`config.mk`:
```
export PLATFORM = sky130hd
export DESIGN_NAME = dtc_top
export DESIGN_NICKNAME = d
export VERILOG_FILES = /design/src/verilog/dtc_unit.v /design/src/verilog/dtc_top.v
export VERILOG_INCLUDE_DIRS = /design/src /design/src/verilog
export SDC_FILE = /design/constraint.sdc
export NUM_CORES = 1
export LEC_CHECK = 0
export BUFFER_PORTS_ARGS = -buffer_cell sky130_fd_sc_hd__buf_2
export CAP_MARGIN = 30
export CELL_PAD_IN_SITES_DETAIL_PLACEMENT = 0
export CELL_PAD_IN_SITES_GLOBAL_PLACEMENT = 1
export CORE_UTILIZATION = 40
export DETAILED_ROUTE_END_ITERATION = 8
export PLACE_DENSITY = 0.86
export SLEW_MARGIN = 30
export SYNTH_ARGS = -nofsm -noshare
export SYNTH_HDL_FRONTEND = slang
export SYNTH_SLANG_ARGS = --single-unit
```
`constraint.sdc`:
```
create_clock -name clk_sys -period 5.35 [get_ports clk_sys]
set_clock_uncertainty 0.2 [all_clocks]
set_input_delay 1.07 -clock clk_sys [delete_from_list [all_inputs] [get_ports clk_sys]]
set_output_delay 1.07 -clock clk_sys [all_outputs]
set_load 0.005 [all_outputs]
```
`src/verilog/dtc_map.vh`:
```
/*
  Constants for the dual timer/counter: mode codes, widths and timing counts.
  Assumes inclusion by bare name from the timer design files.
*/
`ifndef DTC_MAP_VH
`define DTC_MAP_VH
`define DTC_MODE_PRESCALED 2'h0
`define DTC_MODE_SIXTEEN 2'h1
`define DTC_MODE_RELOAD 2'h2
`define DTC_MODE_SPLIT 2'h3
`define DTC_PRESCALE_DIV 5'h1F
`define DTC_CLK_PER_MC 3
`define DTC_MC_CNT_W 2
`endif

```
`src/verilog/dtc_unit.v`:
```
/*
  One timer/counter register pair (low and high byte) with its four modes.
  Assumes a one-cycle count enable already qualified by gate and run control.
*/
`timescale 1ns/10ps
`default_nettype none
`include "dtc_map.vh"
module dtc_unit (
  input wire clk_sys,
  input wire rst_n,
  input wire cnt_en,
  input wire [1:0] mode,
  input wire split_low_only,
  input wire hi_cnt_en,
  input wire load_en,
  input wire [15:0] load_value,
  output reg [15:0] count,
  output reg overflow,
  output reg hi_overflow
);
  reg [15:0] next_count;
  reg next_overflow;
  reg next_hi_overflow;
  always @* begin
    next_count = count;
    next_overflow = 1'b0;
    next_hi_overflow = 1'b0;
    if (cnt_en) begin
      case (mode)
        `DTC_MODE_PRESCALED: begin
          // Low five bits act as the divide-by-32 prescaler.
          if (count[4:0] == `DTC_PRESCALE_DIV) begin
            next_count[4:0] = 5'h00;
            next_count[15:8] = count[15:8] + 8'h01;
            next_overflow = (count[15:8] == 8'hFF);
          end else begin
            next_count[4:0] = count[4:0] + 5'h01;
          end
        end
        `DTC_MODE_SIXTEEN: begin
          next_count = count + 16'h0001;
          next_overflow = (count == 16'hFFFF);
        end
        `DTC_MODE_RELOAD: begin
          if (count[7:0] == 8'hFF) begin
            next_count[7:0] = count[15:8];
            next_overflow = 1'b1;
          end else begin
            next_count[7:0] = count[7:0] + 8'h01;
          end
        end
        default: begin
          if (split_low_only) begin
            next_count[7:0] = count[7:0] + 8'h01;
            next_overflow = (count[7:0] == 8'hFF);
          end
        end
      endcase
    end
    if (hi_cnt_en && mode == `DTC_MODE_SPLIT && split_low_only) begin
      next_count[15:8] = count[15:8] + 8'h01;
      next_hi_overflow = (count[15:8] == 8'hFF);
    end
    if (load_en) begin
      next_count = load_value;
    end
  end
  always @(posedge clk_sys or negedge rst_n) begin
    if (!rst_n) begin
      count <= 16'h0000;
      overflow <= 1'b0;
      hi_overflow <= 1'b0;
    end else begin
      count <= next_count;
      overflow <= next_overflow;
      hi_overflow <= next_hi_overflow;
    end
  end
endmodule // dtc_unit
`default_nettype wire

```
`src/verilog/dtc_top.v`:
```
/*
  Two timer/counters with timer or counter function, gating and four modes.
  Assumes clk_sys is the oscillator; a machine cycle is three clocks. Pins are
  asynchronous and are synchronised here. Control arrives on plain inputs.
  A pin edge reaches the count output a few machine cycles late, and pulses
  faster than a sixth of the clock are lost. Unit B in split mode holds its
  count, but a load still lands.
*/
`timescale 1ns/10ps
`default_nettype none
`include "dtc_map.vh"
module dtc_top (
  input wire clk_sys,
  input wire rst_n,
  input wire count_input_a,
  input wire count_input_b,
  input wire gate_input_a,
  input wire gate_input_b,
  input wire mode_sel_hi_a,
  input wire mode_sel_lo_a,
  input wire mode_sel_hi_b,
  input wire mode_sel_lo_b,
  input wire counter_sel_a,
  input wire counter_sel_b,
  input wire gate_en_a,
  input wire gate_en_b,
  input wire run_a,
  input wire run_b,
  input wire load_a,
  input wire load_b,
  input wire [15:0] load_value_a,
  input wire [15:0] load_value_b,
  input wire overflow_clr_a,
  input wire overflow_clr_b,
  input wire overflow_clr_split,
  output reg [15:0] count_a,
  output reg [15:0] count_b,
  output reg overflow_flag_a,
  output reg overflow_flag_b,
  output reg overflow_flag_split
);
  reg [`DTC_MC_CNT_W-1:0] mc_div;
  reg mc_tick;
  wire [15:0] unit_count_a;
  wire [15:0] unit_count_b;
  wire unit_ovf_a;
  wire unit_ovf_b;
  wire unit_hi_ovf_a;
  wire [1:0] mode_a;
  wire [1:0] mode_b;
  wire [1:0] cnt_pin;
  wire [1:0] gate_pin;
  wire [1:0] counter_sel;
  wire [1:0] gate_en;
  wire [1:0] run;
  wire [1:0] qualified;
  wire en_a;
  wire en_b;
  wire b_stopped;
  wire split_hi_tick;

  // Mode codes are the plain numbers 0 to 3, upper select bit first.
  assign mode_a = {mode_sel_hi_a, mode_sel_lo_a};
  assign mode_b = {mode_sel_hi_b, mode_sel_lo_b};
  assign cnt_pin = {count_input_b, count_input_a};
  assign gate_pin = {gate_input_b, gate_input_a};
  assign counter_sel = {counter_sel_b, counter_sel_a};
  assign gate_en = {gate_en_b, gate_en_a};
  assign run = {run_b, run_a};

  // Machine-cycle enable: one pulse every three oscillator clocks.
  // The tick is registered, but the count enables also take the plain run, gate-enable and counter-select inputs.
  always @(posedge clk_sys or negedge rst_n) begin
    if (!rst_n) begin
      mc_div <= 2'h0;
      mc_tick <= 1'b0;
    end else begin
      mc_tick <= (mc_div == 2'h2);
      if (mc_div == 2'h2) begin
        mc_div <= 2'h0;
      end else begin
        mc_div <= mc_div + 2'h1;
      end
    end
  end

  // Each count and gate pin passes two flip-flops before anything reads it.
  genvar i;
  generate
    for (i = 0; i < 2; i = i + 1) begin : g_in
      reg pin_meta;
      reg pin_sync;
      reg gate_meta;
      reg gate_sync;
      reg pin_sample;
      reg pin_prev;
      wire edge_seen;
      wire gate_ok;
      wire source_tick;
      // Reset levels match the pins at rest, so no false edge follows reset.
      always @(posedge clk_sys or negedge rst_n) begin
        if (!rst_n) begin
          pin_meta <= 1'b1;
          pin_sync <= 1'b1;
          gate_meta <= 1'b0;
          gate_sync <= 1'b0;
        end else begin
          pin_meta <= cnt_pin[i];
          pin_sync <= pin_meta;
          gate_meta <= gate_pin[i];
          gate_sync <= gate_meta;
        end
      end
      // The pin is sampled once per machine cycle; a high sample followed
      // by a low one in the next machine cycle is one falling edge.
      always @(posedge clk_sys or negedge rst_n) begin
        if (!rst_n) begin
          pin_sample <= 1'b1;
          pin_prev <= 1'b1;
        end else if (mc_tick) begin
          pin_sample <= pin_sync;
          pin_prev <= pin_sample;
        end
      end
      assign edge_seen = pin_prev & ~pin_sample;
      // Counting needs the run control, and with gating on also a high gate.
      assign gate_ok = ~gate_en[i] | gate_sync;
      assign source_tick = counter_sel[i] ? edge_seen : 1'b1;
      assign qualified[i] = mc_tick & run[i] & gate_ok & source_tick;
    end
  endgenerate

  // Unit B in split mode holds its count; its load path stays live.
  assign b_stopped = (mode_b == `DTC_MODE_SPLIT);
  assign en_a = qualified[0];
  assign en_b = qualified[1] & ~b_stopped;

  // In split mode the upper byte of unit A is a plain timer on unit B's run bit.
  assign split_hi_tick = mc_tick & run_b;

  dtc_unit u_unit_a (
    .clk_sys(clk_sys),
    .rst_n(rst_n),
    .cnt_en(en_a),
    .mode(mode_a),
    .split_low_only(1'b1),
    .hi_cnt_en(split_hi_tick),
    .load_en(load_a),
    .load_value(load_value_a),
    .count(unit_count_a),
    .overflow(unit_ovf_a),
    .hi_overflow(unit_hi_ovf_a)
  );

  // Unit B never splits, so its upper timer input is tied off.
  dtc_unit u_unit_b (
    .clk_sys(clk_sys),
    .rst_n(rst_n),
    .cnt_en(en_b),
    .mode(mode_b),
    .split_low_only(1'b0),
    .hi_cnt_en(1'b0),
    .load_en(load_b),
    .load_value(load_value_b),
    .count(unit_count_b),
    .overflow(unit_ovf_b),
    .hi_overflow()
  );

  // The count outputs are registered copies, so every port leaves a flip-flop.
  always @(posedge clk_sys or negedge rst_n) begin
    if (!rst_n) begin
      count_a <= 16'h0000;
      count_b <= 16'h0000;
    end else begin
      count_a <= unit_count_a;
      count_b <= unit_count_b;
    end
  end

  // Overflow flags are sticky. A set in the clearing cycle wins, so a wrap that
  // lands on the clear pulse is never lost.
  always @(posedge clk_sys or negedge rst_n) begin
    if (!rst_n) begin
      overflow_flag_a <= 1'b0;
    end else if (unit_ovf_a) begin
      overflow_flag_a <= 1'b1;
    end else if (overflow_clr_a) begin
      overflow_flag_a <= 1'b0;
    end
  end

  always @(posedge clk_sys or negedge rst_n) begin
    if (!rst_n) begin
      overflow_flag_b <= 1'b0;
    end else if (unit_ovf_b) begin
      overflow_flag_b <= 1'b1;
    end else if (overflow_clr_b) begin
      overflow_flag_b <= 1'b0;
    end
  end

  // The split flag belongs to the upper timer of unit A and rises only in split mode.
  always @(posedge clk_sys or negedge rst_n) begin
    if (!rst_n) begin
      overflow_flag_split <= 1'b0;
    end else if (unit_hi_ovf_a) begin
      overflow_flag_split <= 1'b1;
    end else if (overflow_clr_split) begin
      overflow_flag_split <= 1'b0;
    end
  end
endmodule // dtc_top
`default_nettype wire

```
# == After elaboration in Yosys (flattened, before gate mapping) ==
# Index checks and enable logic that the tools add are counted.
# Widths: inputs -> output; s select.
# classes
addsub,9
n_eq_ne,18
n_mux,35
bitwise,16
reduce_logical,18
# op_table
cell,n
$mux 16,4
$mux 8,5
$add 16x1->16 const B,2
$add 8x1->8 const B,4
$eq 16x16->1 const B,2
$eq 8x8->1 const B,4
$pmux 8 s2,2
$pmux 5 s3,2
$mux 1,15
$add 5x1->5 const B,2
$eq 2x2->1 const B,5
$eq 5x5->1 const B,2
$mux 5,2
$reduce_bool 2->1,5
$and 1x1->1,9
$pmux 3 s3,1
$reduce_bool 3->1,3
$reduce_bool 4->1,2
$pmux 1 s3,2
$pmux 3 s2,1
$reduce_and 2->1,3
$reduce_and 3->1,2
$not 1->1,5
$eq 2x1->1 const B,2
other kinds (8),10
# totals
register_bits,85
in_bits,53
output_inout_bits,35
elab_cells,124

# == Longest topological paths before layout ==
# Gate-level depths: netlist of run 1.
# depth
ltp_word,7
depth_mapped,9
ltp_nobuf,9

# == By module ==
# Synthesis of run 1 repeated with hierarchy kept, for this count alone.
# unflattened
hier_cells,386
area_unflattened_um2,4134.0
# modules_own_cells
mod,instances,cells_each,area_per_inst_um2,seq_area_each_um2
dtc_top,1,75,1426.4,1261.2
dtc_unit at u_unit_a,1,152,1367.6,450.4
dtc_unit at u_unit_b,1,159,1340.0,450.4

# == Worst setup path before layout of run 1 ==
# OpenSTA, ideal clock, no wires.
# synth_timing
kind,input -> register
from,input mode_sel_hi_a
to,register u_unit_a.count[12]
setup_ns,0.069
t_arrival_ns,2.679
required_ns,5.081
setup_slack_ns,2.402
path_stages,8
path_buffers,1
cell_sequence,inv_1 ha_1 buf_6 mux2i_1 a2111oi_4 o21ai_2 or4_1 nand3_1
# synth_between
elab_chain_len,5
word_cells_on_any_way,12
classes_between,3 x eq/ne; 4 x mux; 5 x reduce/logical
# synth_lines
item,line_no,rtl
start: declaration,dtc_top.v:19,"input wire mode_sel_hi_a,"
$eq 2x1->1 / $logic_not 2->1 (equally long branches),dtc_unit.v:29,case (mode)
$pmux 8 s2,dtc_unit.v:29,
$mux 16,dtc_unit.v:28,if (cnt_en) begin
$mux 8,dtc_unit.v:60,if (hi_cnt_en && mode == `DTC_MODE_SPLIT && split_low_only) begin
$mux 16,dtc_unit.v:64,if (load_en) begin
end signal: assignment,dtc_unit.v:74,count <= next_count;
end: declaration,dtc_unit.v:17,"output reg [15:0] count,"
# Parallel ways exist; a longest one is shown, timed or not. The select of a mux whose other input is x is not followed.
# A chain may end at the register's enable or synchronous reset.

# == Worst setup path in the final report of run 1 ==
# Same ends and word-level chain as after synthesis.

==> results.ini, run 1 <==
[power]
p_leak_nw=2.17
seqPwrFrac=0.532
intPower_mw=1.04
p_switching_mw=0.384
p_sw_frac=0.269
vdd_drop_max_v=0.000145
cellPowerDensity_mw_per_mm2=293
p_clk_frac=0.339
p_comb_frac=0.129

[critical_path]
path_delay_family=compound AO/OA/AOI/OAI gates
critPathLaunch=mode_sel_hi_a
r2r-end=u_unit_a.count[12]
cp_cell_sequence=buf_2 > inv_1 > ha_1 > mux2i_1 > a2111oi_4 > o21ai_2 > or4_1 > nand3_1
worstPathMaxFanout=10
path_class=in2reg
crit_cells=8
crit_buf_inv=2
start_kind=input port
critPathSlowestCell=a2111oi_4
endpoint=u_unit_a.count[12]
max_stage_delay_ns=0.52
rr_startpoint=u_unit_a.count[0]
required_ns=5.46
r2r_setup_slack_ns=2.51
r2r_cells=9
end_kind=register
arrival_ns=3.07

[route]
detail-route-antenna-nets=0
wire_per_inst_um=15.7
dr.first_iter.drc_count=197
vias_per_cell=5.46
first_pass_iters=4
drc=0
num_vias=3373
wirelength_um=9710

[clocking]
clock_sinks=85
cts_hold_buf=0
cts_resized=0
post-cts-setup-buffer-count=0
tritoncts=built
clk_latency_ns=0.37
h-tree-depth=3
clkTransAtPathRegs_ns=0.09
numCtsBuffers=9
clock_path_buffers=2
clockRootBuffer=clkbuf_8

[job]
maxCapViolations=0

[floorplan]
core_mm2=0.00986
die_h_um=103
die_w_um=103
row_count=36
start_util=0.416
io_pins=88
die-area_mm2=0.0107

[synthesis]
synth.yosys.seq_area_share=0.520
synth_most_common_cell=dfrtp_1
yosysWarnings=0
synthDistinctLibCells=59
syn_area_per_cell_um2=10.5
netlist.area_leader.share=0.469
ys.flop_type=dfrtp_1
synthTopCellsByCount=dfrtp_1, nand2_1, o21ai_0, nor2_1
async_flop_share=1.00
synth_area_leaders=dfrtp_1, dfstp_2, ha_1
netlist_instances=393
synth-edff-count=0
synthesis.nets=462
yosysTopAreaCell=dfrtp_1
synth.cell_area_mm2=0.00411
synth_seq_cells=85

[final_layout]
post-route-util=0.494
nets=549
synthToLayoutAreaGrowth_pct=18.7
num_antenna_cells=0
drive_gt1_frac=0.260
fin_area_mm2=0.00487

[timing]
slew_headroom=0.503
min_period_over_period=0.554
rsz0062_at_grt=false
finalSetupTns_ns=0
setup_viol_count_final=0
fmax_ghz=0.337
setup_slack_ns=2.39
hold_viol_final=0
holdWs_ns=0.159
slew_violations=0
fin_crit_ns=2.96
worst_slew_pin_slew_ns=0.746

[global_routing]
grt_pass1_wl_um=15200
grt_max_degree=86
antenna_found_initial=0
overflow=0
grt_usage=0.191
grt_pass1_vias=3015

[worst_hold_path]
hp-class=reg2reg
min_path_cells=0

[place]
dp_hpwl_um=6920
gp_congestion=0.892
place_ws_ns=2.03
postPlaceCellArea_mm2=0.00467
portBuffers=87

[run_status]
outcome=complete, no violations

worst min path at each step:
stage / startpoint / endpoint / slack [ns]
floorplan: g_in[0].gate_meta / g_in[0].gate_sync / 0.13
global placement: g_in[1].gate_meta / g_in[1].gate_sync / 0.14
detailed placement: g_in[0].pin_meta / g_in[0].pin_sync / 0.15
CTS: g_in[0].pin_meta / g_in[0].pin_sync / 0.16
global route: g_in[0].pin_meta / g_in[0].pin_sync / 0.17
finish: g_in[0].pin_meta / g_in[0].pin_sync / 0.16
state kept, by name (all words and copies together) (netlist names), 2 cells and up:
register	cells
mc_div	2
g_in.pin_meta	2
u_unit_a.count	16
g_in.gate_meta	2
count_a	16
g_in.pin_sync	2
g_in.gate_sync	2
u_unit_b.count	16
count_b	16
g_in.pin_prev	2
g_in.pin_sample	2
logic make-up after synthesis:
| family | after synthesis | synth area share |
|---|---|---|
| simple gates | 136 | 0.168 |
| compound gates | 108 | 0.187 |
| flops | 85 | 0.520 |
| buf+inv | 28 | 0.0286 |
| fa+ha+maj | 16 | 0.0487 |
| xor+xnor | 11 | 0.0235 |
| mux | 9 | 0.0241 |
metrics by stage:
| step | cells | power [mW] |
|---|---|---|
| after floorplan | 393 | 0.859 |
| after global placement | 602 | 0.949 |
| after detailed placement | 602 | 0.955 |
| after CTS | 618 | 1.44 |
| after global routing | 618 | 1.50 |
| final | 618 | 1.43 |
per-layer routing:
| metal | share of wire | routed length, um | GRT usage | vias up |
|---|---|---|---|---|
| li1 | - | - | - | 1619 |
| met1 | 0.49 | 4760 | 0.281 | 1629 |
| met2 | 0.44 | 4250 | 0.273 | 110 |
| met3 | 0.054 | 523 | 0.0390 | 15 |
| met4 | 0.018 | 172 | 0.0758 | 0 |
| met5 | 0 | 0 | 0 | - |
final cells by class:
| class | instances | area [um2] |
|---|---|---|
| clock buffer | 11 | 131 |
| clock inverter | 5 | 77.6 |
| fill | 924 | 4990 |
| inverter | 16 | 60.1 |
| multi-input combinational | 280 | 1850 |
| sequential | 85 | 2140 |
| tap | 133 | 166 |
| timing repair buffer | 88 | 449 |
cells in the final DEF (no fill, tap or decap), types with 3 or more instances in the layout:
cell type and n:
buf_2 86, dfrtp_1 77, nand2_1 39, o21ai_0 32, nor2_1 31, inv_1 16
ha_1 16, nand3_1 15, nand4_1 10, o31ai_1 9, a31oi_1 9, clkbuf_8 9
nor2b_1 8, o211ai_1 8, dfstp_2 8, a21oi_1 7, xor2_1 7, mux2_2 7
nand2b_1 6, a211oi_1 6, and3_1 5, a21o_1 5, and4_1 4, or4_1 4
xnor2_1 4, nor4_1 3, nor3_1 3, a221oi_1 3
power groups by stage:
stage / sequential, mW / clock [mW] / combinational [mW]
after floorplan: 0.754 / 0 / 0.105
after global routing: 0.768 / 0.526 / 0.210
after CTS: 0.758 / 0.496 / 0.185
after detailed placement: 0.771 / 0 / 0.185
final: 0.760 / 0.484 / 0.185
after global placement: 0.769 / 0 / 0.180
Note: power is estimated with default switching activity, not from simulation.
==> run 2: changes to the inputs <==
Settings changed: ABC_AREA set to 1, PLACE_DENSITY 0.86 to 0.89.
Clock period 5.35 ns to 3.09 ns, I/O delays scaled along.
==> run 2 against run 1 <==
Design area grew 13%. Core utilization is 0.39 points higher. Largest cell class is now multi-input combinational cells. Die area grew 12%. Via count up 21%. Synthesized cell count is 53% higher. Sequential share of layout area decreased by 4.9 points. Clock-buffer cell count fell by 2. Critical path depth is 4 higher. Synthesized area up 12%. Combinational power grew to 3.2 times the previous value.
==> results.ini, run 2 <==
[run_status]
outcome=complete, no violations  ; unchanged

[clocking]
tritoncts=built  ; unchanged
clk_latency_ns=0.34  ; was 0.37 ns
clock_path_buffers=2  ; unchanged
clkTransAtPathRegs_ns=0.07  ; was 0.09 ns
h-tree-depth=3  ; unchanged
clock_sinks=85  ; unchanged
clockRootBuffer=clkbuf_16  ; was clkbuf_8
cts_hold_buf=0  ; unchanged
post-cts-setup-buffer-count=0  ; unchanged
cts_resized=0  ; unchanged
numCtsBuffers=9  ; unchanged

[final_layout]
drive_gt1_frac=0.207  ; was 0.260
synthToLayoutAreaGrowth_pct=19.0  ; was 18.7%
final_cell_mix=nand2_1, buf_2, dfrtp_1, nor2_1, inv_1  ; was buf_2, dfrtp_1, nand2_1, o21ai_0, nor2_1
final_common_cell=nand2_1  ; was buf_2
nets=759  ; was 549
num_antenna_cells=0  ; unchanged
fillCellCount=1092  ; was 924

[place]
portBuffers=87  ; unchanged
gp_congestion=0.893  ; was 0.892
place_ws_ns=0.759  ; was 2.03 ns
dp_hpwl_um=8380  ; was 6920 um

[job]
maxCapViolations=0  ; unchanged

[route]
num_vias=4090  ; was 3373
dr.first_iter.drc_count=157  ; was 197
drc=0  ; unchanged
first_pass_iters=4  ; unchanged
wirelength_um=11200  ; was 9710 um
detail-route-antenna-nets=0  ; unchanged
vias_per_cell=4.90  ; was 5.46
wire_per_inst_um=13.4  ; was 15.7 um

[synthesis]
ys.flop_type=dfrtp_1  ; unchanged
synth_area_leaders=dfrtp_1, nand2_1, nor2_1  ; was dfrtp_1, dfstp_2, ha_1
syn_area_per_cell_um2=7.68  ; was 10.5 um2
synth_seq_cells=85  ; unchanged
yosysTopAreaCell=dfrtp_1  ; unchanged
synthDistinctLibCells=40  ; was 59
synth.yosys.seq_area_share=0.463  ; was 0.520
synthesis.nets=670  ; was 462
synth.cell_area_mm2=0.00462  ; was 0.00411 mm2
async_flop_share=1.00  ; unchanged
netlist.area_leader.share=0.417  ; was 0.469
netlist_instances=601  ; was 393
synth_most_common_cell=nand2_1  ; was dfrtp_1
synth-edff-count=0  ; unchanged
yosysWarnings=0  ; unchanged
synthTopCellsByCount=nand2_1, dfrtp_1, nor2_1, inv_1, nand3_1  ; was dfrtp_1, nand2_1, o21ai_0, nor2_1

[worst_hold_path]
hp-class=in2async  ; was reg2reg

[timing]
rsz0062_at_grt=false  ; unchanged
slew_headroom=0.638  ; was 0.503
worst_slew_pin_slew_ns=0.544  ; was 0.746 ns
fmax_ghz=0.467
hold_viol_final=0  ; unchanged
slew_violations=0  ; unchanged
setup_slack_ns=0.947  ; was 2.39 ns
setup_viol_count_final=0  ; unchanged
finalSetupTns_ns=0  ; unchanged
fin_crit_ns=2.14
min_period_over_period=0.693

[power]
vdd_drop_max_v=0.000401  ; was 0.000145 V
p_leak_nw=2.89  ; was 2.17 nW
cellPowerDensity_mw_per_mm2=567  ; was 293 mW/mm2
power_mw=3.12  ; was 1.43 mW

[global_routing]
overflow=0  ; unchanged
grt_usage=0.209  ; was 0.191
grt_pass1_wl_um=19100  ; was 15200 um
antenna_found_initial=0  ; unchanged
grt_pass1_vias=4011  ; was 3015
grt_max_degree=45  ; was 86

[critical_path]
required_ns=3.11  ; was 5.46 ns
end_kind=register  ; unchanged
path_class=reg2reg  ; was in2reg
start_kind=register  ; was input port
worstPathMaxFanout=13  ; was 10
arrival_ns=2.16  ; was 3.07 ns
rr_startpoint=u_unit_a.count[0]  ; unchanged
critPathLaunch=u_unit_a.count[0]  ; was mode_sel_hi_a

[floorplan]
io_pins=88  ; unchanged
core_mm2=0.0110  ; was 0.00986 mm2
row_count=38  ; was 36
start_util=0.418  ; was 0.416
die-area_mm2=0.0120  ; was 0.0107 mm2
die_h_um=109  ; was 103 um
die_w_um=109  ; was 103 um

## run 2: routing by layer
layer	vias to the layer above	share of wire	global-route usage
met5	-	0	0
met4	0	0.013	0.0714
met3	12	0.044	0.0510
met2	97	0.51	0.361
met1	1897	0.44	0.255
li1	2084	-	-
## run 2: stage by stage
stage	instance area [um2]	util	hold WS, ns	std cells
after detailed placement	5190	0.470	0.137	819
final	5490	0.498	0.0552	835
after floorplan	4620	-	0.122	601
after global routing	5490	0.498	0.0951	835
after CTS	5490	0.498	0.0677	835
after global placement	5190	0.470	0.135	819
## run 2: worst paths after layout
path,endpoint,slack [ns],cells past startpoint
hold / removal,count_a[15],0.06,1
hold reg to reg,g_in[1].gate_sync,0.15,0
setup reg to reg,u_unit_a.count[8],0.95,12
setup / recovery,u_unit_a.count[8],0.95,12
min in group clk_sys,g_in[1].gate_sync,0.15,0
max in group asynchronous,u_unit_b.count[4],2.01,2
## run 2: cells by family (layout without fill, tap and decap cells)
logic type,count (synthesis),count (layout),synth area share
AND/OR/NAND/NOR,341,341,0.319
multiplexers,2,2,0.00488
AO/OA/AOI/OAI,70,70,0.0870
adder cells (fa/ha/maj),16,16,0.0434
XOR/XNOR,5,5,0.00949
buffers and inverters,82,176,0.0729
flip-flops,85,85,0.463
## run 2: area by class of cell
type / count / area (um2) / share of cell area
clock buffer: 9 / 225 / 0.0410
clock inverter: 7 / 81.3 / 0.0148
inverter: 72 / 275 / 0.0501
multi-input combinational: 434 / 2140 / 0.390
sequential: 85 / 2140 / 0.389
tap: 140 / 175 / 0.0319
timing repair buffer: 88 / 458 / 0.0834
## run 2: critical path, stage by stage (launching register included)
cell and delay [ns]:
dfrtp_1 0.42, ha_1 0.23, nand2_1 0.10, nor2_1 0.07
ha_1 0.19, nor2_1 0.14, nor2_1 0.08, nand3_1 0.09
nand2_2 0.09, inv_2 0.21, nor2_1 0.07, nand2_1 0.06
o21ai_0 0.07
## run 2: power breakdown
part / switching (mW) / internal, mW / total (mW)
logic: 0.357 / 0.236 / 0.593
registers: 0.150 / 1.27 / 1.42
clock network: 0.466 / 0.637 / 1.10
total: 0.973 / 2.14 / 3.12
==> run 3: changes to the inputs <==
Clock period 3.09 ns to 2.05 ns, I/O delays scaled along.
==> run 3 against run 2 <==
Design area grew 5.0%. Register-to-register slack got worse by 0.82 ns. First-iteration DRC count increased by 49%. Routed wire length grew 7.8%. Global-route usage is 1.1 points higher. Combinational power grew 72%. Clock-buffer cell count is 4 higher. Critical path type unchanged. Critical endpoint is now u_unit_a.count[10]. Largest cell class unchanged.
==> results.ini, run 3 (synthesis gave the netlist of run 2 again) <==
[run_status]
outcome=complete, no violations  ; unchanged

[timing]
hold_viol_final=0  ; unchanged
finalSetupTns_ns=0  ; unchanged
fin_crit_ns=1.93  ; was 2.14 ns
setup_slack_ns=0.124  ; was 0.947 ns
min_period_over_period=0.940  ; was 0.693
slew_headroom=0.737  ; was 0.638
fmax_ghz=0.519  ; was 0.467 GHz
holdWs_ns=0.0376  ; was 0.0552 ns
slew_violations=0  ; unchanged
setup_viol_count_final=0  ; unchanged
worst_slew_pin_slew_ns=0.394  ; was 0.544 ns

[worst_hold_path]
hp-class=in2reg  ; was in2async

[clocking]
clock_sinks=85  ; unchanged
h-tree-depth=3  ; unchanged
tritoncts=built  ; unchanged
clkTransAtPathRegs_ns=0.06  ; was 0.07 ns
clk_latency_ns=0.35  ; was 0.34 ns
clock_path_buffers=2  ; unchanged
clockRootBuffer=clkbuf_16  ; unchanged
numCtsBuffers=9  ; unchanged

[power]
cellPowerDensity_mw_per_mm2=811  ; was 567 mW/mm2
p_leak_nw=3.00  ; was 2.89 nW
vdd_drop_max_v=0.000426  ; was 0.000401 V
power_mw=4.68  ; was 3.12 mW

[place]
postPlaceCellArea_mm2=0.00531  ; was 0.00519 mm2
place_ws_ns=0.0140  ; was 0.759 ns
gp_congestion=0.898  ; was 0.893
dp_hpwl_um=8930  ; was 8380 um
portBuffers=87  ; unchanged
dp.cells=835  ; was 819

[final_layout]
final_cell_mix=nand2_1, buf_2, dfrtp_1, nor2_1, inv_1  ; unchanged
synthToLayoutAreaGrowth_pct=25.0  ; was 19.0%
post-route-util=0.523  ; was 0.498
drive_gt1_frac=0.241  ; was 0.207
fillCellCount=1099  ; was 1092
final_common_cell=nand2_1  ; unchanged
nets=785  ; was 759
num_antenna_cells=0  ; unchanged
finalNonFillerCells=861  ; was 835
fin_area_mm2=0.00577  ; was 0.00549 mm2

[global_routing]
grt_pass1_wl_um=20000  ; was 19100 um
antenna_found_initial=0  ; unchanged
overflow=0  ; unchanged
grt_max_degree=39  ; was 45
grt_usage=0.220  ; was 0.209
grt_pass1_vias=4247  ; was 4011

[critical_path]
path_class=reg2reg  ; unchanged
r2r_setup_slack_ns=0.12  ; was 0.95 ns
start_kind=register  ; unchanged
required_ns=2.08  ; was 3.11 ns
end_kind=register  ; unchanged
arrival_ns=1.96  ; was 2.16 ns
worstPathMaxFanout=7  ; was 13

[route]
vias_per_cell=4.97  ; was 4.90
wirelength_um=12100  ; was 11200 um
detail-route-antenna-nets=0  ; unchanged
first_pass_iters=5  ; was 4
dr.first_iter.drc_count=234  ; was 157
num_vias=4279  ; was 4090
drc=0  ; unchanged
wire_per_inst_um=14.0  ; was 13.4 um

[floorplan]
die_w_um=109  ; unchanged
die_h_um=109  ; unchanged
io_pins=88  ; unchanged
core_mm2=0.0110  ; unchanged
start_util=0.418  ; unchanged
die-area_mm2=0.0120  ; unchanged
row_count=38  ; unchanged

[job]
maxCapViolations=0  ; unchanged

-- run 3: timing repair --
item,CTS,global route
resized for setup,0,23
hold buffers,5,0
buffers inserted,0,4
endpoints found under the setup margin,0,14
endpoints found under the hold margin,24,0
-- run 3: layout make-up --
cell class	count	area (um2)	area share
Multi-Input combinational cell	434	2230	0.386
Clock inverter	3	22.5	0.00390
Timing Repair inverter	1	5.00	0.000868
Sequential cell	85	2140	0.370
Clock buffer	13	250	0.0434
Tap cell	140	175	0.0304
Timing Repair Buffer	113	671	0.116
Inverter	72	280	0.0486
-- run 3: path summary, 6_finish.rpt --
kind / start / end / cells after the start
setup / recovery: u_unit_a.count[1] / u_unit_a.count[10] / 11
hold / removal: overflow_clr_a / overflow_flag_a / 2
setup reg to reg: u_unit_a.count[1] / u_unit_a.count[10] / 11
hold reg to reg: g_in[0].pin_meta / g_in[0].pin_sync / 0
max in group asynchronous: rst_n / u_unit_b.count[12] / 3
min in group asynchronous: rst_n / u_unit_a.overflow / 2
-- run 3: report_power, final --
group	switching, mW	internal, mW	leakage (nW)	total, mW
combinational	0.595	0.420	1.86	1.02
sequential	0.219	1.91	1.02	2.13
clock	0.674	0.855	0.122	1.53
total	1.49	3.19	3.00	4.68
-- run 3: metal layers --
metal,track usage,up-vias,part of all wire
met4,0.107,0,0.026
met2,0.385,124,0.50
met1,0.258,1993,0.43
li1,-,2135,-
met3,0.0421,27,0.046
met5,0,-,0
-- run 3: worst max-delay path: stages (launching register included) --
cell and delay [ns]:
dfrtp_1 0.37, ha_2 0.22, nand2_4 0.06, nor2_4 0.14, ha_4 0.15, nor2_4 0.04, nor2_2 0.09, nand3_2 0.10
nand2_4 0.13, clkinv_4 0.09, a21oi_1 0.12, a22oi_1 0.08
